[src/verilog/sff_map.vh]
// Constants for the serial flash front end: opcodes, status bits, geometry
`ifndef SFF_MAP_VH
`define SFF_MAP_VH

// Array geometry
`define SFF_ADDR_W_SMALL 18
`define SFF_ADDR_W_LARGE 19
`define SFF_SECTOR_BITS 12
`define SFF_BLOCK_BITS 16
`define SFF_PAGE_BYTES 256
`define SFF_ADDR_BYTES 2'd3

// Instruction codes
`define SFF_OP_STATUS_WRITE 8'h01
`define SFF_OP_PAGE_PROG 8'h02
`define SFF_OP_READ 8'h03
`define SFF_OP_WRITE_DIS 8'h04
`define SFF_OP_STATUS_READ 8'h05
`define SFF_OP_SET_SET_WRITE_ENABLE_CMD 8'h06
`define SFF_OP_FAST_READ 8'h0b
`define SFF_OP_SECTOR_ERASE 8'h20
`define SFF_OP_DUAL_READ 8'h3b
`define SFF_OP_WHOLE_ERASE 8'hc7
`define SFF_OP_BLOCK_ERASE 8'hd8

// Status register layout
`define SFF_ST_BUSY 0
`define SFF_ST_WEL 1
`define SFF_ST_BP_LO 2
`define SFF_ST_BP_HI 4
`define SFF_ST_LOCK 7
`define SFF_STATUS_RESET 8'h00

// Erase kinds
`define SFF_ERASE_SECTOR 2'd0
`define SFF_ERASE_BLOCK 2'd1
`define SFF_ERASE_WHOLE 2'd2

`endif

[src/verilog/sff_spi_front.v]
// Serial flash SPI front end: link sampling, command decode, protection, status
`timescale 1ns/1ps
`default_nettype none
`include "sff_map.vh"

// Overview of operation
// - Chip select low enables the logic and lets transfers proceed.
// - Chip select high deselects the device and shows standby.
// - While deselected, serial input is ignored and outputs are not driven.
// - With protect pin low, protect-level bits decide which locations may change.
// - With protect pin high, protect-level bits only block whole-array erase.
// - Pause input freezes the transfer; it resumes at the same bit.
// - Every input bit is sampled on a rising serial clock edge.
// - Output data changes on the falling serial clock edge.
// - Page program takes one to 256 bytes as one operation.
// - Array splits into 4 KByte sectors and 64 KByte blocks.
// - Byte array of 256K or 512K locations sets address width.
// - Dual-output fast read drives two bits per clock on both lines.
// - With protect pin low, protect-level bits mark part or all of the array read-only.
// - Busy flag at status bit 0 is 1 during program or erase.
// - Write-enable latch at bit 1 needed before writes; cleared on completion.
// - Status lock bit 7 with protect pin low blocks status writes.
// - Whole-array erase only runs when all protect-level bits are zero.
module sff_spi_front #(
  parameter ADDR_W = `SFF_ADDR_W_LARGE
) (
  // Clock and reset
  input wire sys_clk_i,
  input wire reset_i,
  // Serial link pins
  input wire cs_n_i,
  input wire sck_i,
  input wire bidir_serial_line_i,
  output reg bidir_serial_line_o,
  output wire bidir_serial_line_oe_o,
  output reg so_o,
  output wire so_oe_o,
  input wire write_protect_n_i,
  input wire pause_n_i,
  // Status view
  output reg standby_o,
  output wire [7:0] status_o,
  output reg overrun_o,
  // Array read port
  output wire [ADDR_W-1:0] rd_addr_o,
  input wire [7:0] rd_data_i,
  // Program data stream
  output wire prog_valid_o,
  input wire prog_ready_i,
  output wire [ADDR_W-1:0] prog_addr_o,
  output wire [7:0] prog_data_o,
  output reg prog_commit_o,
  // Erase request and completion
  output reg erase_req_o,
  output reg [1:0] erase_kind_o,
  output reg [ADDR_W-1:0] erase_addr_o,
  input wire op_done_i
);

  localparam integer NBLK = 1 << (ADDR_W - `SFF_BLOCK_BITS);

  localparam [2:0] ST_IDLE = 3'd0;
  localparam [2:0] ST_CMD = 3'd1;
  localparam [2:0] ST_ADDR = 3'd2;
  localparam [2:0] ST_DUMMY = 3'd3;
  localparam [2:0] ST_RDATA = 3'd4;
  localparam [2:0] ST_STAT = 3'd5;
  localparam [2:0] ST_WSR = 3'd6;
  localparam [2:0] ST_PDATA = 3'd7;

  // Upper blocks protected; level L covers 2^(L-1) blocks, clipped to all
  function prot_hit;
    input [ADDR_W-1:0] a;
    input [2:0] lvl;
    input wpn;
    integer nprot;
    integer blk;
    begin
      nprot = (lvl == 3'd0) ? 0 : (1 << (lvl - 3'd1));
      if (nprot > NBLK) nprot = NBLK;
      blk = a[ADDR_W-1:`SFF_BLOCK_BITS];
      prot_hit = ~wpn & (lvl != 3'd0) & (blk >= NBLK - nprot);
    end
  endfunction

  // Synchronisers; stage 1 feeds stage 2 only
  reg cs_s1, cs_s2, cs_q;
  reg sck_s1, sck_s2, sck_q;
  reg sio_s1, sio_s2;
  reg hold_s1, hold_s2;
  reg wp_s1, wp_s2;

  always @(posedge sys_clk_i) begin
    if (reset_i) begin
      cs_s1 <= 1'b1;
      cs_s2 <= 1'b1;
      cs_q <= 1'b1;
      sck_s1 <= 1'b0;
      sck_s2 <= 1'b0;
      sck_q <= 1'b0;
      sio_s1 <= 1'b0;
      sio_s2 <= 1'b0;
      hold_s1 <= 1'b1;
      hold_s2 <= 1'b1;
      wp_s1 <= 1'b1;
      wp_s2 <= 1'b1;
    end else begin
      cs_s1 <= cs_n_i;
      cs_s2 <= cs_s1;
      cs_q <= cs_s2;
      sck_s1 <= sck_i;
      sck_s2 <= sck_s1;
      sck_q <= sck_s2;
      sio_s1 <= bidir_serial_line_i;
      sio_s2 <= sio_s1;
      hold_s1 <= pause_n_i;
      hold_s2 <= hold_s1;
      wp_s1 <= write_protect_n_i;
      wp_s2 <= wp_s1;
    end
  end

  // Edges are swallowed while paused, so the bit position is kept
  wire live = ~cs_s2 & hold_s2;
  wire sck_rise = live & sck_s2 & ~sck_q;
  wire sck_fall = live & ~sck_s2 & sck_q;
  wire cs_fall = cs_q & ~cs_s2;
  wire cs_rise = ~cs_q & cs_s2;

  reg [2:0] state;
  reg [7:0] cmd;
  reg [6:0] in_sh;
  reg [2:0] in_cnt;
  reg [1:0] addr_cnt;
  reg [15:0] addr_sh;
  reg [ADDR_W-1:0] addr;
  reg [7:0] out_sh;
  reg [2:0] out_cnt;
  reg so_drv, sio_drv;
  reg pend;
  reg [8:0] pcount;
  reg [7:0] wsr_byte;
  reg busy, write_enable_latch_flag, lock;
  reg [2:0] bp;

  wire [7:0] in_byte = {in_sh, sio_s2};
  wire [23:0] addr_full = {addr_sh, in_byte};
  wire dual = (cmd == `SFF_OP_DUAL_READ);
  wire stat_rd = (state == ST_STAT);
  wire is_out = (state == ST_RDATA) | stat_rd;
  wire [7:0] cur_byte = (out_cnt != 3'd0) ? out_sh : (stat_rd ? status_o : rd_data_i);
  wire [ADDR_W-1:0] page_addr = {addr[ADDR_W-1:8], pcount[7:0]};
  wire page_ok = write_enable_latch_flag & ~prot_hit(addr, bp, wp_s2) & (pcount < `SFF_PAGE_BYTES);
  wire lock_act = lock & ~wp_s2;

  // Program byte stream into the two-entry buffer
  wire buf_in_ready;
  wire push = sck_rise & (in_cnt == 3'd7) & (state == ST_PDATA) & page_ok;

  assign status_o = {lock, 2'b00, bp, write_enable_latch_flag, busy};
  assign rd_addr_o = addr;
  assign so_oe_o = so_drv & live;
  assign bidir_serial_line_oe_o = sio_drv & live;

  sff_pair_buf #(
    .W(ADDR_W + 8)
  ) u_buf (
    .sys_clk_i(sys_clk_i),
    .reset_i(reset_i),
    .in_valid_i(push),
    .in_ready_o(buf_in_ready),
    .in_data_i({page_addr, in_byte}),
    .out_valid_o(prog_valid_o),
    .out_ready_i(prog_ready_i),
    .out_data_o({prog_addr_o, prog_data_o})
  );

  // Transfer sequencer, status bits and operation launch
  always @(posedge sys_clk_i) begin
    if (reset_i) begin
      state <= ST_IDLE;
      cmd <= 8'h00;
      in_sh <= 7'h00;
      in_cnt <= 3'd0;
      addr_cnt <= 2'd0;
      addr_sh <= 16'h0000;
      addr <= {ADDR_W{1'b0}};
      out_sh <= 8'h00;
      out_cnt <= 3'd0;
      so_drv <= 1'b0;
      sio_drv <= 1'b0;
      so_o <= 1'b0;
      bidir_serial_line_o <= 1'b0;
      pend <= 1'b0;
      pcount <= 9'd0;
      wsr_byte <= 8'h00;
      busy <= 1'b0;
      write_enable_latch_flag <= 1'b0;
      lock <= 1'b0;
      bp <= 3'd0;
      standby_o <= 1'b1;
      overrun_o <= 1'b0;
      prog_commit_o <= 1'b0;
      erase_req_o <= 1'b0;
      erase_kind_o <= `SFF_ERASE_SECTOR;
      erase_addr_o <= {ADDR_W{1'b0}};
    end else begin
      prog_commit_o <= 1'b0;
      erase_req_o <= 1'b0;
      standby_o <= cs_s2;
      // Completion frees the array and drops the latch
      if (op_done_i) begin
        busy <= 1'b0;
        write_enable_latch_flag <= 1'b0;
      end
      if (cs_fall) begin
        state <= ST_CMD;
        in_cnt <= 3'd0;
        out_cnt <= 3'd0;
        addr_cnt <= 2'd0;
        pcount <= 9'd0;
        pend <= 1'b0;
        overrun_o <= 1'b0;
      end
      if (cs_rise) begin
        state <= ST_IDLE;
        so_drv <= 1'b0;
        sio_drv <= 1'b0;
        // Launch only on a whole-byte boundary
        if (pend & (in_cnt == 3'd0)) begin
          case (cmd)
            `SFF_OP_STATUS_WRITE: begin
              if (write_enable_latch_flag & ~lock_act) begin
                bp <= wsr_byte[`SFF_ST_BP_HI:`SFF_ST_BP_LO];
                lock <= wsr_byte[`SFF_ST_LOCK];
                write_enable_latch_flag <= 1'b0;
              end
            end
            `SFF_OP_PAGE_PROG: begin
              prog_commit_o <= 1'b1;
              busy <= 1'b1;
            end
            `SFF_OP_SECTOR_ERASE, `SFF_OP_BLOCK_ERASE: begin
              if (write_enable_latch_flag & ~prot_hit(addr, bp, wp_s2)) begin
                erase_req_o <= 1'b1;
                erase_kind_o <= (cmd == `SFF_OP_BLOCK_ERASE) ? `SFF_ERASE_BLOCK : `SFF_ERASE_SECTOR;
                erase_addr_o <= addr;
                busy <= 1'b1;
              end
            end
            `SFF_OP_WHOLE_ERASE: begin
              if (write_enable_latch_flag & (bp == 3'd0)) begin
                erase_req_o <= 1'b1;
                erase_kind_o <= `SFF_ERASE_WHOLE;
                erase_addr_o <= {ADDR_W{1'b0}};
                busy <= 1'b1;
              end
            end
            default: begin
              pend <= 1'b0;
            end
          endcase
        end
      end
      // Input side: shift on rising edge, act per whole byte
      if (sck_rise & (state != ST_IDLE)) begin
        in_sh <= in_byte[6:0];
        in_cnt <= in_cnt + 3'd1;
        if (in_cnt == 3'd7) begin
          case (state)
            ST_CMD: begin
              cmd <= in_byte;
              state <= ST_IDLE;
              // While busy only the status read is honoured
              if (in_byte == `SFF_OP_STATUS_READ) begin
                state <= ST_STAT;
              end else if (~busy) begin
                case (in_byte)
                  `SFF_OP_SET_SET_WRITE_ENABLE_CMD: write_enable_latch_flag <= 1'b1;
                  `SFF_OP_WRITE_DIS: write_enable_latch_flag <= 1'b0;
                  `SFF_OP_STATUS_WRITE: state <= ST_WSR;
                  `SFF_OP_WHOLE_ERASE: pend <= 1'b1;
                  `SFF_OP_READ, `SFF_OP_FAST_READ, `SFF_OP_DUAL_READ, `SFF_OP_PAGE_PROG,
                  `SFF_OP_SECTOR_ERASE, `SFF_OP_BLOCK_ERASE: state <= ST_ADDR;
                  default: state <= ST_IDLE;
                endcase
              end
            end
            ST_ADDR: begin
              addr_sh <= {addr_sh[7:0], in_byte};
              addr_cnt <= addr_cnt + 2'd1;
              if (addr_cnt == `SFF_ADDR_BYTES - 2'd1) begin
                addr <= addr_full[ADDR_W-1:0];
                case (cmd)
                  `SFF_OP_READ: state <= ST_RDATA;
                  `SFF_OP_FAST_READ, `SFF_OP_DUAL_READ: state <= ST_DUMMY;
                  `SFF_OP_PAGE_PROG: state <= ST_PDATA;
                  default: begin
                    state <= ST_IDLE;
                    pend <= 1'b1;
                  end
                endcase
              end
            end
            ST_DUMMY: state <= ST_RDATA;
            ST_WSR: begin
              wsr_byte <= in_byte;
              pend <= 1'b1;
              state <= ST_IDLE;
            end
            ST_PDATA: begin
              // Bytes past a full page are dropped, not wrapped
              if (page_ok) begin
                pcount <= pcount + 9'd1;
                pend <= 1'b1;
              end
            end
            default: state <= state;
          endcase
        end
      end
      // Receiver stall beyond two bytes loses data; flag it
      if (push & ~buf_in_ready) overrun_o <= 1'b1;
      // Output side: update on falling edge, one or two bits per clock
      if (sck_fall & is_out) begin
        so_drv <= 1'b1;
        sio_drv <= dual & ~stat_rd;
        if (dual & ~stat_rd) begin
          bidir_serial_line_o <= cur_byte[7];
          so_o <= cur_byte[6];
          out_sh <= {cur_byte[5:0], 2'b00};
          out_cnt <= out_cnt + 3'd2;
        end else begin
          so_o <= cur_byte[7];
          out_sh <= {cur_byte[6:0], 1'b0};
          out_cnt <= out_cnt + 3'd1;
        end
        if ((out_cnt == 3'd0) & ~stat_rd) addr <= addr + {{(ADDR_W-1){1'b0}}, 1'b1};
      end
    end
  end

endmodule // sff_spi_front

`default_nettype wire

[src/verilog/sff_pair_buf.v]
// Two-entry valid/ready buffer for program data words
`timescale 1ns/1ps
`default_nettype none

module sff_pair_buf #(
  parameter W = 8
) (
  // Clock and reset
  input wire sys_clk_i,
  input wire reset_i,
  // Filling side
  input wire in_valid_i,
  output wire in_ready_o,
  input wire [W-1:0] in_data_i,
  // Draining side
  output wire out_valid_o,
  input wire out_ready_i,
  output wire [W-1:0] out_data_o
);

  reg [W-1:0] slot0;
  reg [W-1:0] slot1;
  reg [1:0] fill;

  wire push = in_valid_i & in_ready_o;
  wire pop = out_valid_o & out_ready_i;

  // No pass-through when full: keeps ready free of a path from the drain
  assign in_ready_o = (fill != 2'd2);
  assign out_valid_o = (fill != 2'd0);
  assign out_data_o = slot0;

  // Slot 0 is always the head
  always @(posedge sys_clk_i) begin
    if (reset_i) begin
      fill <= 2'd0;
      slot0 <= {W{1'b0}};
      slot1 <= {W{1'b0}};
    end else begin
      case ({push, pop})
        2'b10: begin
          if (fill == 2'd0) slot0 <= in_data_i;
          else slot1 <= in_data_i;
          fill <= fill + 2'd1;
        end
        2'b01: begin
          slot0 <= slot1;
          fill <= fill - 2'd1;
        end
        2'b11: begin
          if (fill == 2'd1) begin
            slot0 <= in_data_i;
          end else begin
            slot0 <= slot1;
            slot1 <= in_data_i;
          end
        end
        default: begin
          fill <= fill;
        end
      endcase
    end
  end

endmodule // sff_pair_buf

`default_nettype wire

[config.mk]
export PLATFORM = sky130hd
export DESIGN_NAME = sff_spi_front
export DESIGN_NICKNAME = d
export VERILOG_FILES = /design/src/verilog/sff_spi_front.v /design/src/verilog/sff_pair_buf.v
export VERILOG_INCLUDE_DIRS = /design/src /design/src/verilog
export SDC_FILE = /design/constraint.sdc
export NUM_CORES = 1
export LEC_CHECK = 0
export ABC_AREA = 0
export BUFFER_PORTS_ARGS = -buffer_cell sky130_fd_sc_hd__buf_2
export CORE_ASPECT_RATIO = 0.9
export CORE_MARGIN = 2
export CORE_UTILIZATION = 30
export CTS_CLUSTER_SIZE = 12
export DETAILED_ROUTE_END_ITERATION = 8
export PLACE_DENSITY = 0.53
export SLEW_MARGIN = 20
export SYNTH_ARGS = -nofsm -noshare
export SYNTH_HDL_FRONTEND = slang
export SYNTH_SLANG_ARGS = --single-unit
export TNS_END_PERCENT = 30
[constraint.sdc]
create_clock -name sys_clk_i -period 3.15 [get_ports sys_clk_i]
set_input_delay 0.945 -clock sys_clk_i [delete_from_list [all_inputs] [get_ports sys_clk_i]]
set_output_delay 0.945 -clock sys_clk_i [all_outputs]
set_load 0.02 [all_outputs]
* Word-level counts from Yosys, hierarchy flattened
Cells that the tools add are included.
Widths: inputs -> output; s select.
** Operators by class
- Shift operators :: 1
- $lt $le $gt $ge :: 4
- Reductions and logical operators :: 30
- Mux-type cells :: 92
- Eq/ne operators :: 39
- Bitwise gates (word level) :: 42
- $add $sub $neg :: 11
** Operators by type and width (number)
- $mux 32 :: 6
- $mux 19 :: 8
- $mux 27 :: 4
- $pmux 27 s3 :: 1
- $ge 4x32->1 :: 2
- $sub 5x32->32 const A :: 2
- $pmux 27 s2 :: 1
- $mux 9 :: 5
- $pmux 19 s2 :: 1
- $mux 1 :: 37
- $mux 3 :: 11
- $eq 8x2->1 const B :: 4
- $eq 8x6->1 const B :: 4
- $eq 8x8->1 const B :: 4
- $gt 32x5->1 const B :: 1
- $shl 1x3->32 const A :: 1
- $and 1x1->1 :: 29
- $eq 8x3->1 const B :: 3
- $mux 8 :: 3
- $add 19x1->19 const B :: 1
- $eq 8x1->1 const B :: 2
- $eq 8x4->1 const B :: 2
- $reduce_bool 2->1 :: 8
- $eq 3x3->1 const B :: 5
- 36 further kinds :: 74
** Storage, ports and cells
- Bits in registers :: 184
- Logic and storage cells :: 259
- Output and inout port bits :: 84
- Input bits :: 17

* Longest topological paths before layout
- Depth in word-level cells :: 18
- Mapped depth :: 18
- Gate-level depth less buffers :: 16

* By module
A second synthesis with hierarchy kept.
** Second synthesis, totals
- Cells, all modules :: 1012
- Area, all modules :: 8857.2 µm²
** By module, submodules not included
- sff_spi_front :: times used 1, cells an instance 772, area each 6396.1 µm²
- sff_pair_buf :: times used 1, cells an instance 240, area each 2461.1 µm²

* Worst setup path after synthesis
OpenSTA, ideal clock, no wires.
- Path kind :: register -> register
- Start point :: register bp[0]
- End point :: register u_buf.slot0[10], in the netlist u_buf.out_data_o[10]
- Path buffers :: 2
- Cell stages (with the launch flop) :: 18
- Period minus slack after synthesis :: 3542 ps
- Setup slack :: -392 ps
- Arrival time :: 3421 ps
- Required time :: 3029 ps
- Cell sequence :: dfxtp_1 nand2_1 ha_1 xnor2_1 ha_1 nor2_1 o31a_1 o31a_1 nand2b_1 inv_1 ha_1 nor2b_1 o21a_1 clkbuf_1 clkbuf_1 a22oi_1 nor2_1 mux2_4
** Between the ends
- Longest elaborated chain between the ends :: 16
- Elaborated cells between the ends (all ways) :: 23
- Classes of those cells :: add/sub: 2; order compare: 2; eq/ne: 4; shift: 1; mux: 3; bitwise: 7; reduce/logical: 4
** RTL lines
- start: declaration :: RTL line sff_spi_front.v:144 : reg [2:0] bp;
- start signal: assignment :: RTL line sff_spi_front.v:234 : bp <= wsr_byte[`SFF_ST_BP_HI:`SFF_ST_BP_LO];
- $sub 3x1->3 :: RTL line sff_spi_front.v:79 : nprot = (lvl == 3'd0) ? 0 : (1 << (lvl - 3'd1));
- $shl 1x3->32 :: RTL line sff_spi_front.v:79
- $mux 32 :: RTL line sff_spi_front.v:79
- $gt 32x5->1 :: RTL line sff_spi_front.v:80 : if (nprot > NBLK) nprot = NBLK;
- $mux 32 :: RTL line sff_spi_front.v:80
- $sub 5x32->32 :: RTL line sff_spi_front.v:82 : prot_hit = ~wpn & (lvl != 3'd0) & (blk >= NBLK - nprot);
- $ge 4x32->1 :: RTL line sff_spi_front.v:82
- $and 1x1->1 (*) :: RTL line sff_spi_front.v:82
- $not 1->1 (*) :: RTL line sff_spi_front.v:153 : wire page_ok = write_enable_latch_flag & ~prot_hit(addr, bp, wp_s2) & (pcount < `SFF_PAGE_BYTES);
- $and 1x1->1 (*) (2 in series) :: RTL line sff_spi_front.v:153
- $and 1x1->1 (*) :: RTL line sff_spi_front.v:158 : wire push = sck_rise & (in_cnt == 3'd7) & (state == ST_PDATA) & page_ok;
- $and 1x1->1 (*) :: RTL line sff_pair_buf.v:25 : wire push = in_valid_i & in_ready_o;
- $eq 2x2->1 / $eq 2x1->1 (equally long branches) :: RTL line sff_pair_buf.v:40 : case ({push, pop})
- $ne 2x1->1 (no source line) / $reduce_bool 3->1 (equally long branches)
- $reduce_and 2->1 (no source line)
- end signal: assignment :: RTL line sff_pair_buf.v:37 : slot0 <= {W{1'b0}};
- end signal: assignment :: RTL line sff_pair_buf.v:42 : if (fill == 2'd0) slot0 <= in_data_i;
- end signal: assignment :: RTL line sff_pair_buf.v:47 : slot0 <= slot1;
- end: declaration :: RTL line sff_pair_buf.v:21 : reg [W-1:0] slot0;
Every way passes the cells marked *; elsewhere a longest branch is shown, timed or not.
A chain may end at the register's enable or synchronous reset.

* Final worst setup path
- Start point :: register bp[1]
- End point :: register u_buf.slot0[0], in the netlist u_buf.out_data_o[0]
The elaborated chain is that of the path after synthesis.

==> run metrics <==
slew of the pin with the lowest slew margin 0.785 ns; number of flops mapped to enable cells by yosys 0; Core Box Area 29000 µm²; Layout Skew 0.0141 ns; CP dominant cell by count ha_4; RR Endpoint u_buf.out_data_o[0]; Yosys Warn Count 0; Lkg Pwr 4.19 nW; Area growth syn-to-layout 21.0%; cell count along the critical path 17; Core Rows 59; Starting Density 0.306; reg2reg start bp[1]; first-pass GRT wire length 40600 µm; # port buffers 98; FF-to-FF path depth 17; Critical Path RT 3.47 ns; sequential element share of the synthesized area 0.404; WP buf/inv 2; WP data arrival 3.51 ns; vias in the first global route 7316; initial antenna violation count 0; DR iter-0 viols 643; DRC 0; Reg2Reg Setup Slack -0.04 ns; most common cell after layout, fill and taps aside dfxtp_1; fin crit period 3.19 ns; final setup fails 17; Async SR Flop Fraction 0; Synth area leaders dfxtp_1 (40%), nand2_1 (6.6%), nor2_1 (4.9%); full die area 31000 µm²; clk buf depth 2; top cell type's share of synthesized area 0.404; hold crit path type flip-flop to flip-flop; CP peak stage delay 0.36 ns; worst-path fanout max 7; DR vias/cell 5.05; ANT cells 0; Nets 1187; Worst path slowest cell dfxtp_4; CTS tree yes; Total GRT Usage 0.166; Top-Level Pins 101; Startpoint Class flip-flop; # H-tree levels 4; Num CTS Buffers 17; failing checks negative setup slack; biggest area consumer among synthesized cells dfxtp_1; crit path kind flip-flop to flip-flop; via count 7872; max cap viols 0; cell area after synthesis 8880 µm²; Final Power 4.71 mW; Worst-Skew Late Latency 0.43 ns; Pwr per Cell Area 438 nW/µm²; Detail Route Antenna Nets 0; clk slew on worst S/H paths 0.07 ns; RSZ-0062 raised after global routing yes; Core Util, Final 0.370; status finished, violations left; post-synth cell types 74; CP endpoint u_buf.out_data_o[0]; Detailed Route WL 26100 µm; Hold Violations, Final 0; relative slew slack 0.477; CTS root buffer clkbuf_16; Yosys reg bits 179; most frequent cells in the layout dfxtp_1 (176), nand2_1 (155), nor2_1 (112); chip height 167 µm; layout cells sized above 1 0.228; Mapped Cells 1073; final RePlAce weighted congestion 0.829; Critical Path, Cell by Cell nor2_4 -> nand2_2 -> ha_4 -> xnor2_2 -> ha_4 -> nor2_2 -> o31a_1 -> o31a_1 -> nand2b_1 -> inv_2 -> ha_4 -> nor2b_1 -> o21a_2 -> clkbuf_16 -> a22oi_2 -> nor2_1 -> mux2_4; CP Launch Point bp[1]; final count of pins violating max slew 0; Final WS setup -0.0379 ns; delay-heaviest family, CP compound AO/OA/AOI/OAI gates; die width 185 µm; WL/cell 16.7 µm; post-route clock period utilization 1.01; CP endpoint kind flip-flop; Synth Flop Type dfxtp_1; Syn Area/Cell 8.27 µm²; Fmax 314 MHz; largest net degree at the start of global routing 88; maximum vdd drop 0.000277 V; clock sink count 179; DP HPWL 17500 µm; total global routing overflow 0; First-pass DRT Iterations 5
per-stage QoR:
| step | instances | worst slack [ns] | instance area [µm²] | hold slack (ns) | TNS, ns |
|---|---|---|---|---|---|
| after floorplan | 1075 | -0.108 | 9010 | 0.389 | -3.83 |
| after global routing | 1559 | -0.158 | 10700 | 0.426 | -6.15 |
| after CTS | 1555 | -0.00990 | 10600 | 0.409 | -0.0533 |
| after global placement | 1521 | 0.0400 | 9940 | 0.396 | 0 |
| after detailed placement | 1521 | -0.0157 | 9940 | 0.392 | -0.0216 |
| final | 1559 | -0.0379 | 10700 | 0.405 | -0.245 |
routing by layer:
layer	track usage	vias to the layer above	part of all wire
li1	-	3923	-
met1	0.231	3738	0.48
met2	0.262	188	0.46
met3	0.0335	23	0.052
met4	0.0400	0	0.010
met5	0	-	0
cell type report:
cell class	instances	area, µm²
sequential	179	3590
tap	396	495
clock inverter	13	150
timing repair buffer	140	916
clock buffer	19	454
multi-input combinational	791	5060
inverter	21	78.8
fill	2968	18300
repair_timing:
action	in CTS	in global routing
pin swaps	1	3
setup endpoints to repair	19	54
hold buffers	0	0
buffers inserted	2	2
cloned	0	2
gates resized for setup	3	27
flip-flops by register name, summed over array words and instances (netlist names), 3 cells and up:
register,cells
bp,3
out_cnt,3
cmd,8
pcount,9
in_sh,7
addr_sh,11
u_buf.slot1,27
u_buf.out_data_o,27
out_sh,7
in_cnt,3
erase_addr_o,19
wsr_byte,4
rd_addr_o,19
state,3
worst register-to-register path: cells and delay by family (launching register included):
kind | cells | cell delay, ns
AOI/OAI and AO/OA | 4 | 0.91
xor gates and xnor gates | 1 | 0.14
adders and majority gates | 3 | 0.60
buffers and inverters | 2 | 0.27
DFF | 1 | 0.36
muxes | 1 | 0.27
and+or+nand+nor | 6 | 0.51
cell families (layout without fill, tap and decap cells):
group	after synthesis	in the layout	synth area share
compound gates	242	242	0.175
fa+ha+maj	20	20	0.0282
flops	179	179	0.404
xor+xnor	8	8	0.00789
simple gates	456	456	0.250
buf+inv	105	193	0.0527
mux	61	61	0.0813
other cells	2	4	0.000846
report_power, final:
group	internal, mW	switching [mW]	leakage [nW]
combinational	0.0793	0.155	2.46
clock	1.23	0.966	0.283
sequential	2.27	0.0101	1.45
worst min path at each step:
stage,start,to,slack (ns),cells after the start
2_1_floorplan,cs_s1,cs_s2,0.39,1
3_3_place_gp,cs_s1,cs_s2,0.40,1
3_5_place_dp,cs_s1,cs_s2,0.39,1
4_1_cts,cs_s1,cs_s2,0.41,1
5_1_grt,hold_s1,hold_s2,0.43,1
6_report,cs_s1,cs_s2,0.40,1
Yosys cell counts (6+ instances only):
master      n
clkbuf_1   61
mux2i_1    32
mux2_4     20
buf_2      12
inv_1      20
ha_1       20
and3_1      6
or2_2       9
a31oi_1    17
or3_1      14
mux2_2      9
o211ai_1   11
and2_1     12
nand4_1     9
nand2b_1   11
nand2_1   157
o21ai_0    50
a22oi_1    29
dfxtp_1   179
a21oi_1    73
nor2b_1    39
nor2_1    115
a41oi_1    18
nand3_1    33
nor3_1     16
(Power assumes the default switching activity.)
